===== src/pkg/pcstk_pkg.sv =====
// Purpose: Shared constants and carriers for the program counter, return
//          stack and status unit.
// Assumes: One core clock, synchronous active-high reset.
// Notes:   Widths fixed at the documented values.
`default_nettype none
package pcstk_pkg;

  // ---------------------------------------------------------------------
  // Sizes and reset values
  // ---------------------------------------------------------------------
  localparam int         PC_W          = 15;
  localparam int         STK_DEPTH     = 16;
  localparam int         SP_W          = 5;
  localparam logic [4:0] SP_EMPTY      = 5'h1f;
  localparam logic [4:0] SP_TOP        = 5'h0f;
  localparam logic [4:0] SP_BOTTOM     = 5'h00;
  localparam logic [14:0] PC_RESET     = 15'h0000;
  localparam logic [14:0] PC_ONE       = 15'h0001;
  localparam logic [6:0] LATCH_RESET   = 7'h00;
  localparam logic [4:0] STATUS_RESET  = 5'h18;

  // Status bit positions
  localparam int ST_C  = 0;
  localparam int ST_DIG = 1;
  localparam int ST_Z  = 2;
  localparam int ST_PWR = 3;
  localparam int ST_TO = 4;

  // ---------------------------------------------------------------------
  // Program counter source selection
  // ---------------------------------------------------------------------
  typedef enum logic [3:0] {
    PC_HOLD,
    PC_INC,
    PC_WRITE_LOW,
    PC_CALL,
    PC_COMPUTED_CALL,
    PC_BRANCH_WREG,
    PC_BRANCH_LIT,
    PC_VECTOR,
    PC_RETURN
  } pc_op_e;

  // Request from the execution core for one instruction cycle
  typedef struct packed {
    pc_op_e      op;
    logic [10:0] call_target;   // Direct call operand
    logic [8:0]  branch_offset; // Signed literal branch operand
    logic [7:0]  wreg;          // Working register
    logic [7:0]  low_byte_data; // Data written to the pc low byte
    logic [14:0] vector_addr;   // Interrupt vector
  } pc_req_s;

  // Status register write and ALU result
  typedef struct packed {
    logic       write;       // Instruction targets the status register
    logic [4:0] data;        // Value written
    logic       alu_update;  // Instruction updates zero and carries
    logic       is_sub;      // Operation is a subtraction
    logic       zero;        // Result is zero
    logic       carry;       // Raw carry out (borrow for subtraction)
    logic       digit_carry; // Raw digit carry out
    logic       wdt_timeout; // Watchdog timeout event
    logic       sleep_exec;  // Sleep executed
    logic       wd_clear;    // Watchdog clear executed
  } status_req_s;

  // Software access to top-of-stack and pointer
  typedef struct packed {
    logic       ptr_write;
    logic [4:0] ptr_data;
    logic       top_low_write;
    logic       top_high_write;
    logic [7:0] top_data;
  } stack_sw_s;

endpackage : pcstk_pkg
`default_nettype wire


===== src/core/stack_mem.sv =====
// Purpose: Sixteen by fifteen return stack storage.
// Assumes: Single write port, registered read port.
// Notes:   Read data come from a register, one cycle after the address.
`timescale 1ns/1ps
`default_nettype none
module stack_mem
  import pcstk_pkg::*;
(
  input  wire logic              ref_clk,
  input  wire logic              wr_en,
  input  wire logic [3:0]        wr_addr,
  input  wire logic [PC_W-1:0]   wr_data,
  input  wire logic [3:0]        rd_addr,
  output var  logic [PC_W-1:0]   rd_data
);

  logic [PC_W-1:0] mem_reg [STK_DEPTH];

  // Write port and registered read with write bypass
  always_ff @(posedge ref_clk) begin
    if (wr_en) begin
      mem_reg[wr_addr] <= wr_data;
    end
    if (wr_en && (wr_addr == rd_addr)) begin
      rd_data <= wr_data;
    end else begin
      rd_data <= mem_reg[rd_addr];
    end
  end

endmodule : stack_mem
`default_nettype wire


===== src/core/pc_stack_status_unit.sv =====
// Purpose: Program counter sequencing, return stack and status flags.
// Assumes: Driven one instruction cycle per clock by the execution core.
// Notes:   Fault reset request is a pulse the system reset logic consumes.
// How it works
// - Zero and carry flags come from result
// - Timeout and power-down flags are read-only
// - Subtraction: carry flags are inverted borrows
// - PC is 15 bits; high from latch
// - Every reset clears the PC
// - Low byte write loads latch high bits
// - Call: operand low bits, latch bits 6:3
// - Computed call: wreg low, latch high
// - Wreg branch: PC+1+unsigned wreg
// - Literal branch: PC+1+signed operand
// - Sixteen by fifteen dedicated return stack
// - Push on calls/vector, pop on returns
// - Push and pop leave latch alone
// - Fault reset off: stack wraps circularly
// - Overflow/underflow flags set regardless of option
// - Fault reset on: reset on overflow/underflow
// - Top entry registers read/write via pointer
// - Push increments then writes; pop reads then decrements
// - Reset pointer 0x1F; top reads per option
`timescale 1ns/1ps
`default_nettype none
module pc_stack_status_unit
  import pcstk_pkg::*;
(
  input  wire logic              ref_clk,
  input  wire logic              sys_rst,
  input  wire pc_req_s           pc_req,
  input  wire logic              latch_write,
  input  wire logic [6:0]        latch_data,
  input  wire status_req_s       status_req,
  input  wire stack_sw_s         stack_sw,
  input  wire logic              stack_fault_reset_enable,
  input  wire logic              flag_clear,
  output logic [PC_W-1:0]        pc_out,
  output logic [7:0]             pc_low_byte,
  output logic [6:0]             pc_high_latch,
  output logic [4:0]             status_out,
  output logic [4:0]             return_stack_pointer,
  output logic [7:0]             top_entry_low,
  output logic [6:0]             top_entry_high,
  output logic                   stack_overflow_flag,
  output logic                   stack_underflow_flag,
  output logic                   stack_fault_reset
);

  // -----------------------------------------------------------------------
  // State
  // -----------------------------------------------------------------------
  // Everything the unit remembers, apart from the stack memory, lives in this one record
  typedef struct packed {
    logic [PC_W-1:0] pc;
    logic [6:0]      latch;
    logic [4:0]      status;
    logic [4:0]      sp;
    logic            ovf;
    logic            unf;
    logic            fault;
    logic [7:0]      top_low;
    logic [6:0]      top_high;
    logic            fresh;   // Top entry must be refreshed from memory
    logic [7:0]      top_low_out;  // Registered top entry seen at the pins
    logic [6:0]      top_high_out;
  } state_s;

  // Present state and the value it takes at the next edge
  state_s state_reg;
  state_s state_next;

  // Stack memory port signals, set by the next-state logic
  logic [PC_W-1:0] mem_rd_data;
  logic            mem_wr_en;
  logic [3:0]      mem_wr_addr;
  logic [PC_W-1:0] mem_wr_data;
  logic [3:0]      mem_rd_addr;

  // -----------------------------------------------------------------------
  // Helpers
  // -----------------------------------------------------------------------
  // Pointer step with wrap inside the sixteen entries
  // From the empty code the first push lands on entry zero
  function automatic logic [4:0] sp_step(input logic [4:0] sp,
                                         input logic       up);
    logic [3:0] idx;
    idx = sp[3:0];
    if (up) begin
      sp_step = {1'b0, idx + 4'h1};
    end else begin
      sp_step = (sp == SP_BOTTOM) ? SP_EMPTY
                                  : {1'b0, idx - 4'h1};
    end
  endfunction : sp_step

  // Incremented pc plus an offset, full width, page boundary free
  // A 256-word page boundary may be crossed with no special care
  function automatic logic [PC_W-1:0] rel_target(input logic [PC_W-1:0] pc,
                                                 input logic [PC_W-1:0] off);
    rel_target = pc + PC_ONE + off;
  endfunction : rel_target

  // Carry sense: a subtraction reports the inverse of its borrow
  function automatic logic carry_sense(input logic raw,
                                       input logic is_sub);
    carry_sense = is_sub ? ~raw : raw;
  endfunction : carry_sense

  // Overflow: a push while the pointer sits on the last entry
  function automatic logic push_overflows(input logic [4:0] sp);
    push_overflows = (sp == SP_TOP);
  endfunction : push_overflows

  // Underflow: a pop while the stack is empty
  function automatic logic pop_underflows(input logic [4:0] sp);
    pop_underflows = (sp == SP_EMPTY);
  endfunction : pop_underflows

  // -----------------------------------------------------------------------
  // Stack memory
  // -----------------------------------------------------------------------
  // Registered read port: data lag the address by one cycle
  stack_mem u_stack_mem (
    .ref_clk (ref_clk),
    .wr_en   (mem_wr_en),
    .wr_addr (mem_wr_addr),
    .wr_data (mem_wr_data),
    .rd_addr (mem_rd_addr),
    .rd_data (mem_rd_data)
  );

  // -----------------------------------------------------------------------
  // Next-state logic
  // -----------------------------------------------------------------------
  // Sequencing, stack motion and status flag updates for one cycle
  always_comb begin
    logic            push;
    logic            pop;
    logic [PC_W-1:0] top_entry;
    logic [PC_W-1:0] pc_plus;
    logic [4:0]      st;
    push       = 1'b0;
    pop        = 1'b0;
    top_entry  = '0;
    pc_plus    = '0;
    st         = '0;
    state_next = state_reg;
    state_next.fault = 1'b0;
    mem_wr_en   = 1'b0;
    mem_wr_addr = '0;
    mem_wr_data = '0;
    mem_rd_addr = state_reg.sp[3:0];

    // Current top value, refreshed after pointer motion
    top_entry = state_reg.fresh ? mem_rd_data
                                : {state_reg.top_high, state_reg.top_low};
    if (state_reg.fresh) begin
      state_next.top_low  = mem_rd_data[7:0];
      state_next.top_high = mem_rd_data[14:8];
      state_next.fresh    = 1'b0;
    end
    // Return address stored by every push
    pc_plus = state_reg.pc + PC_ONE;

    // Program counter selection
    case (pc_req.op)
      PC_INC: begin
        state_next.pc = pc_plus;
      end
      PC_WRITE_LOW: begin
        state_next.pc = {state_reg.latch, pc_req.low_byte_data};
      end
      PC_CALL: begin
        state_next.pc = {state_reg.latch[6:3], pc_req.call_target};
        push = 1'b1;
      end
      PC_COMPUTED_CALL: begin
        state_next.pc = {state_reg.latch, pc_req.wreg};
        push = 1'b1;
      end
      PC_BRANCH_WREG: begin
        state_next.pc = rel_target(state_reg.pc,
                                   {7'h00, pc_req.wreg});
      end
      PC_BRANCH_LIT: begin
        state_next.pc = rel_target(state_reg.pc,
          {{(PC_W-9){pc_req.branch_offset[8]}},
           pc_req.branch_offset});
      end
      PC_VECTOR: begin
        state_next.pc = pc_req.vector_addr;
        push = 1'b1;
      end
      PC_RETURN: begin
        state_next.pc = top_entry;
        pop = 1'b1;
      end
      default: begin
        state_next.pc = state_reg.pc;
      end
    endcase

    // Push: pointer moves first, then the return address is stored.
    // On a full stack the write still happens: with the fault option off
    // the oldest entry is overwritten, which gives the circular stack.
    // Software stack access is ignored in a cycle with stack motion.
    if (push) begin
      if (push_overflows(state_reg.sp)) begin
        state_next.ovf = 1'b1;
        state_next.fault = stack_fault_reset_enable;
      end
      state_next.sp = sp_step(state_reg.sp, 1'b1);
      mem_wr_en   = 1'b1;
      mem_wr_addr = state_next.sp[3:0];
      mem_wr_data = pc_plus;
      state_next.top_low  = pc_plus[7:0];
      state_next.top_high = pc_plus[14:8];
      state_next.fresh    = 1'b0;
    end else if (pop) begin
      // The new top is read after the pointer moves, so it lands a cycle
      // later; the fresh bit picks it up from the memory register then
      if (pop_underflows(state_reg.sp)) begin
        state_next.unf = 1'b1;
        state_next.fault = stack_fault_reset_enable;
      end
      state_next.sp = sp_step(state_reg.sp, 1'b0);
      state_next.fresh = 1'b1;
    end else if (stack_sw.ptr_write) begin
      state_next.sp    = stack_sw.ptr_data;
      state_next.fresh = 1'b1;
    end else if (stack_sw.top_low_write || stack_sw.top_high_write) begin
      if (stack_sw.top_low_write) begin
        state_next.top_low = stack_sw.top_data;
      end
      if (stack_sw.top_high_write) begin
        state_next.top_high = stack_sw.top_data[6:0];
      end
      mem_wr_en   = 1'b1;
      mem_wr_addr = state_reg.sp[3:0];
      mem_wr_data = {state_next.top_high, state_next.top_low};
      state_next.fresh = 1'b0;
    end
    mem_rd_addr = state_next.sp[3:0];

    // Sticky stack flags, an event wins over software clear
    if (flag_clear) begin
      state_next.ovf = push && push_overflows(state_reg.sp);
      state_next.unf = pop && pop_underflows(state_reg.sp);
    end

    // Latch is written only by the core, never by stack motion
    if (latch_write) begin
      state_next.latch = latch_data;
    end

    // Status register
    st = state_reg.status;
    if (status_req.write) begin
      st[ST_Z]  = status_req.data[ST_Z];
      st[ST_DIG] = status_req.data[ST_DIG];
      st[ST_C]  = status_req.data[ST_C];
    end
    if (status_req.alu_update) begin
      st[ST_Z]  = status_req.zero;
      st[ST_DIG] = carry_sense(status_req.digit_carry,
                               status_req.is_sub);
      st[ST_C]   = carry_sense(status_req.carry, status_req.is_sub);
    end
    // Timeout and power-down flags move only on their own events; a
    // write aimed at the status register never reaches them
    if (status_req.wd_clear) begin
      st[ST_TO]  = 1'b1;
      st[ST_PWR] = 1'b1;
    end
    if (status_req.sleep_exec) begin
      st[ST_TO]  = 1'b1;
      st[ST_PWR] = 1'b0;
    end
    if (status_req.wdt_timeout) begin
      st[ST_TO] = 1'b0;
    end
    state_next.status = st;

    // A fault reset clears the program counter and sets the stack pointer to empty
    // The request itself is a one-cycle pulse for the system reset logic
    if (state_next.fault) begin
      state_next.pc    = PC_RESET;
      state_next.sp    = SP_EMPTY;
      state_next.fresh = 1'b1;
      mem_rd_addr      = SP_EMPTY[3:0];
    end

    // Visible top entry is registered; it reads zero while the stack is
    // empty with the fault option on, else it shows the selected entry
    if (stack_fault_reset_enable && (state_next.sp == SP_EMPTY)) begin
      state_next.top_low_out  = 8'h00;
      state_next.top_high_out = 7'h00;
    end else begin
      state_next.top_low_out  = state_next.top_low;
      state_next.top_high_out = state_next.top_high;
    end
  end

  // -----------------------------------------------------------------------
  // State register
  // -----------------------------------------------------------------------
  // Reset clears pc and empties the stack; status loads STATUS_RESET, stack flags clear
  always_ff @(posedge ref_clk) begin
    if (sys_rst) begin
      state_reg.pc       <= PC_RESET;
      state_reg.latch    <= LATCH_RESET;
      state_reg.status   <= STATUS_RESET;
      state_reg.sp       <= SP_EMPTY;
      state_reg.ovf      <= 1'b0;
      state_reg.unf      <= 1'b0;
      state_reg.fault    <= 1'b0;
      state_reg.top_low  <= 8'h00;
      state_reg.top_high <= 7'h00;
      state_reg.fresh    <= 1'b1;
      state_reg.top_low_out  <= 8'h00;
      state_reg.top_high_out <= 7'h00;
    end else begin
      state_reg <= state_next;
    end
  end

  // -----------------------------------------------------------------------
  // Outputs
  // -----------------------------------------------------------------------
  // Every output is a plain copy of a state register, so nothing
  // combinational from the inputs reaches a pin
  always_comb begin
    pc_out               = state_reg.pc;
    pc_low_byte          = state_reg.pc[7:0];
    pc_high_latch        = state_reg.latch;
    status_out           = state_reg.status;
    return_stack_pointer = state_reg.sp;
    top_entry_low        = state_reg.top_low_out;
    top_entry_high       = state_reg.top_high_out;
    stack_overflow_flag  = state_reg.ovf;
    stack_underflow_flag = state_reg.unf;
    stack_fault_reset    = state_reg.fault;
  end

endmodule : pc_stack_status_unit
`default_nettype wire


===== config.mk =====
export PLATFORM = sky130hd
export DESIGN_NAME = pc_stack_status_unit
export DESIGN_NICKNAME = d
export VERILOG_FILES = /design/src/pkg/pcstk_pkg.sv /design/src/core/stack_mem.sv /design/src/core/pc_stack_status_unit.sv
export SDC_FILE = /design/constraint.sdc
export NUM_CORES = 1
export LEC_CHECK = 0
export BUFFER_PORTS_ARGS = -buffer_cell sky130_fd_sc_hd__buf_4
export CORE_UTILIZATION = 64
export DETAILED_ROUTE_END_ITERATION = 6
export PLACE_DENSITY = 0.88
export SKIP_CTS_REPAIR_TIMING = 1
export SYNTH_ARGS = -nofsm -noshare
export SYNTH_HDL_FRONTEND = slang
export SYNTH_SLANG_ARGS = --single-unit

===== constraint.sdc =====
create_clock -name ref_clk -period 9 [get_ports ref_clk]
set_input_delay 0.45 -clock ref_clk [delete_from_list [all_inputs] [get_ports ref_clk]]
set_output_delay 0.45 -clock ref_clk [all_outputs]
set_load 0.005 [all_outputs]

---- After elaboration in Yosys (flattened, before gate mapping) ----
Memory sizes are Yosys's and may differ from the RTL's. A register that Yosys moved wholly into a read port is not among the register bits.
Cells that the tools add are included.
word-level totals
  bits in registers ....................... 66
  memory bits (writable) .................. 240
  logic and storage cells ................. 99
  memories ................................ 1
cells by class
  add/subtract/negate cells ............... 5
  equal/unequal tests ..................... 12
  mux-type cells .......................... 47
  bitwise gates (word level) .............. 2
  reductions and logical operators ........ 18
memory list
  name                 words  bits a word  rd ports  clocked after Yosys merged registers in  write ports  line             RTL
  u_stack_mem.mem_reg  16     15           1         1                                        1            stack_mem.sv:17  logic [PC_W-1:0] mem_reg [STK_DEPTH];
operators with widths
  cell                   number
  $pmux 15 s8            1
  $mux 15                7
  $mux 16                2
  $mux 5                 5
  $mux 4                 5
  $mux 1                 17
  $mux 17                1
  $eq 4x3->1 const B     4
  $add 15x1->15 const B  1
  $add 15x15->15         1
  $add 15x8->15          1
  $reduce_bool 2->1      6
  $eq 5x5->1 const B     2
  $mux 2                 5
  $eq 4x2->1 const B     2
  $mux 8                 1
  $reduce_bool 8->1      1
  $mux 7                 1
  $mux 3                 2
  $eq 5x4->1 const B     1
  $logic_not 5->1        1
  $add 4x1->4 const B    1
  $eq 4x1->1 const B     1
  $eq 4x4->1 const B     1
  other kinds (10)       14

---- Longest topological paths before layout ----
  depth after elaboration ................. 10
  depth in mapped cells ................... 14
  gate-level depth less buffers ........... 14

---- By module ----
A second synthesis with hierarchy kept.
second synthesis, totals
  cell total of the unflattened synthesis .. 1126
  area total of the unflattened synthesis .. 14824.2 sq um
by module, submodules not included
  module                instances  cells an instance  area an instance (sq um)  seq. area each (sq um)
  stack_mem             1          395                9226.3                    7287.0
  pc_stack_status_unit  1          731                5597.9                    1321.3

---- Least setup slack after synthesis ----
Ideal clock, no wire load.
  kind .................................... input-to-reg
  start ................................... input port pc_req[54] in the netlist's numbering
  end ..................................... register state_reg (netlist bit pc_out[12])
  library setup time ...................... 117 ps
  arrival ................................. 3018 ps
  setup slack ............................. 5865 ps
  stages .................................. 13
  cell sequence ........................... nor4bb_1 -> buf_4 -> mux2_2 -> ha_1 -> inv_1 -> fa_1 -> nor2b_1 -> o31a_1 -> o31a_1 -> nand4_1 -> and4b_1 -> or3b_1 -> a32o_1
between the ends
  longest elaborated chain between the ends .. 5
  elaborated cells between the ends (all ways) .. 16
  classes of those cells .................. eq/ne (8); mux (5); reduce/logical (3)
RTL lines
  element                                                     line                                                      RTL
  start, declared                                             pc_stack_status_unit.sv:31                                input wire pc_req_s pc_req,
  $eq 4x3->1 (tied with other cells)                          pc_stack_status_unit.sv:167                               case (pc_req.op)
  $reduce_or 3->1 (no line) / $mux 1 (equally long branches)  n/a
  $mux 1 / $mux 2 (equally long branches)                     pc_stack_status_unit.sv:167, pc_stack_status_unit.sv:220
  $mux 17                                                     pc_stack_status_unit.sv:208                               if (push) begin
  $reduce_or 2->1 (no line)                                   n/a
  end signal, assigned                                        pc_stack_status_unit.sv:324                               state_reg <= state_next;
  end, declared                                               pc_stack_status_unit.sv:70                                state_s state_reg;
Several ways; a longest one is shown, not always the timed one. The select of a mux whose other input is x is not followed.
A chain may end at the register's enable or synchronous reset.

==> results.json <==
{
  "share_of_the_synthesized_area_in_compound_gates_ao_oa_aoi_oai_pct": 10.4,
  "die_h_um": 154,
  "worstHoldPathCells": 2,
  "flip_flop_and_latch_count_after_synthesis": 310,
  "worst_ir_drop_vdd_uv": 193,
  "grt_pass1_vias": 10100,
  "setup.worst_path.class": "reg -> reg",
  "hp-start": "status_req[1]",
  "ant_nets": 0,
  "cts_sinks": 310,
  "cts-root-buf": "clkbuf_16",
  "design.die.area_um2": 23700,
  "drt_wl_total_um": 40600,
  "worst_ep_arrival_time_ns": 4.07,
  "clock_latency_ns": 0.56,
  "post_synth_main_area_contributors": "edfxtp_1 (49%), dfxtp_1 (9.5%), mux4_2 (7.1%)",
  "cp.required_ns": 9.14,
  "placeableCoreArea_um2": 22600,
  "leakage_nw": 6.41,
  "rrSetupSlack_ns": 5.07,
  "worstHoldEndpoint": "status_out[3]",
  "timing.critical_path.slowest_cell_delay_ns": 0.62,
  "grt_pass1_wl_um": 60400,
  "synth.avg_cell_area_um2": 13.3,
  "finalSetupViolCount": 0,
  "synth-edff-count": 240,
  "maxSlewHeadroom_pct": 11.7,
  "synth-async-reset-ratio_pct": 0,
  "timing.rr.end": "u_stack_mem.mem_reg[2][0]",
  "clock_edge_transition_at_the_registers_on_the_reported_setup_and_hold_paths_ns": 0.06,
  "synthXorXnorAreaFrac_pct": 1.82,
  "grt_util_all_layers_pct": 34.5,
  "ys_seq_area_share_pct": 58.1,
  "cts_buffers": 30,
  "critical_path_buf_inv_count": 1,
  "synth-adder-area-share_pct": 1.83,
  "synth.top_cell.area_share_pct": 48.7,
  "grt_antenna_before_repair": 0,
  "detailedPlacementHpwl_um": 26400,
  "final_nets": 1333,
  "detailed_route_drc_error_count": 0,
  "drt_iter0_markers": 1239,
  "timing.final.crit_period_ns": 3.93,
  "yosysMostFrequentCell": "edfxtp_1",
  "synth_flop_cell": "edfxtp_1",
  "end_kind": "register",
  "nFillCells": 1394,
  "synth_top_family_by_area": "multiplexers",
  "yosysWarningCount": 0,
  "max_slew.worst_pin.slew_ns": 1.32,
  "hold_viol": 0,
  "clock_tree_from_tritoncts": "yes",
  "timing.critical_path.cells": "buf_4 -> mux4_2 -> mux4_2 -> mux2i_1 -> nor2_1 -> a21oi_1 -> o22ai_1",
  "drive_gt1_share_pct": 24.2,
  "synth_cell_type_count": 73,
  "cellPowerDensity_nw_per_um2": 224,
  "rsz0062_at_grt": "false",
  "post-route-util_pct": 74.3,
  "post_synth_mux_area_share_pct": 13.9,
  "run_status": "completed",
  "clockBufferDepth": 3,
  "netlist_instances": 1116,
  "critical_path.max_fanout": 33,
  "avgRoutedWirePerCell_um": 26.6,
  "synth_simple_gate_area_share_pct": 8.26,
  "worst_setup_sp_type": "register",
  "overflow": 0,
  "areaGrowthSynthToFinish_pct": 13.6,
  "layout_worst_path_cycle_share_pct": 43.7,
  "pin_count": 155,
  "post_synth_instance_area_um2": 14800,
  "logic_depth_of_the_worst_register_to_register_path": 7,
  "via_per_inst": 6.76,
  "critPathMostFrequentCell": "mux4_2",
  "fin_worst_skew_ns": 0.0191,
  "ctsHtreeMaxLevel": 1,
  "first_drt_pass_iteration_count": 6,
  "start_util_pct": 65.4,
  "synth.cells.most_frequent": "edfxtp_1 (240), nor2_1 (96), dfxtp_1 (70)",
  "detailroute.via_count": 10300,
  "achievable_frequency_mhz": 254,
  "critical_path.slowest_cell": "mux4_2",
  "synth_top_area_cell": "edfxtp_1",
  "grt_max_degree": 57,
  "setup_tns_ns": 0,
  "antenna-diode-count": 0,
  "maxCapViolations": 0,
  "maxSlewViolCount": 0,
  "holdCritPathClass": "in -> reg",
  "largest_register_ffs": 240,
  "die_x_um": 154,
  "floorplan.rows": 55,
  "place_congestion": 0.971,
  "timing.critical_path.max_delay_family": "multiplexers",
  "io_buffer_count": 152,
  "postSynthNetCount": 1234
}
[cell type report]
class	instances	area, um2	area share (%)
Tap cell	285	357	2.12
Clock buffer	36	795	4.72
Inverter	27	101	0.602
Sequential cell	310	8610	51.2
Multi-Input combinational cell	664	5370	31.9
Clock inverter	20	223	1.32
Timing Repair Buffer	182	1370	8.12
[metrics by stage]
step / std cells / cell area, um2 / setup slack (ns) / hold WS, ns / power (mW)
after CTS: 1524 / 16800 / 5.06 / 0.0757 / 3.77
final: 1524 / 16800 / 5.07 / 0.0857 / 3.77
after global placement: 1468 / 15800 / 4.99 / 0.474 / 2.43
after detailed placement: 1468 / 15800 / 4.82 / 0.492 / 2.47
after floorplan: 1116 / 14800 / 5.86 / 0.465 / 2.24
after global routing: 1524 / 16800 / 4.82 / 0.0822 / 3.89
[metal layers]
layer / global-route usage (%) / vias up / routed length (um)
met5: 0 / - / 0
met4: 18.0 / 0 / 1970
met3: 5.50 / 133 / 3540
met2: 57.4 / 708 / 19900
met1: 44.2 / 5022 / 15200
li1: - / 4436 / -
[worst max-delay path by stage]
stage	start	end	cells past startpoint
finish	register	u_stack_mem.mem_reg[2][0]	7
global route	register	u_stack_mem.mem_reg[2][0]	7
CTS	register	u_stack_mem.mem_reg[2][0]	7
detailed placement	pc_req[52]	u_stack_mem.mem_reg[4][11]	10
global placement	pc_req[52]	u_stack_mem.mem_reg[4][7]	10
floorplan	pc_req[54]	pc_out[12]	13
[power breakdown]
| group | total (mW) | switching [mW] | internal, mW |
|---|---|---|---|
| sequential | 1.74 | 0.0724 | 1.66 |
| combinational | 0.730 | 0.416 | 0.314 |
| clock | 1.30 | 0.535 | 0.770 |
| total | 3.77 | 1.02 | 2.75 |
[placed cells by master (no fill, tap or decap), types with 22 or more instances in the layout]
| cell | Yosys | layout |
|---|---|---|
| a211oi_1 | 22 | 22 |
| a21oi_1 | 58 | 58 |
| buf_4 | 62 | 182 |
| clkbuf_16 | 0 | 31 |
| dfxtp_1 | 70 | 68 |
| edfxtp_1 | 240 | 240 |
| inv_1 | 27 | 27 |
| mux2i_1 | 46 | 46 |
| mux4_2 | 47 | 47 |
| nand2_1 | 56 | 56 |
| nor2_1 | 96 | 96 |
| nor2b_1 | 26 | 26 |
| o21ai_0 | 45 | 44 |
[cell families (layout without fill, tap and decap cells)]
family,count (synthesis),count (layout)
flops,310,310
simple gates,257,257
compound gates,236,236
buf+inv,142,265
mux,121,121
xor+xnor,29,29
fa+ha+maj,21,21
Note: power is estimated with default switching activity, not from simulation.
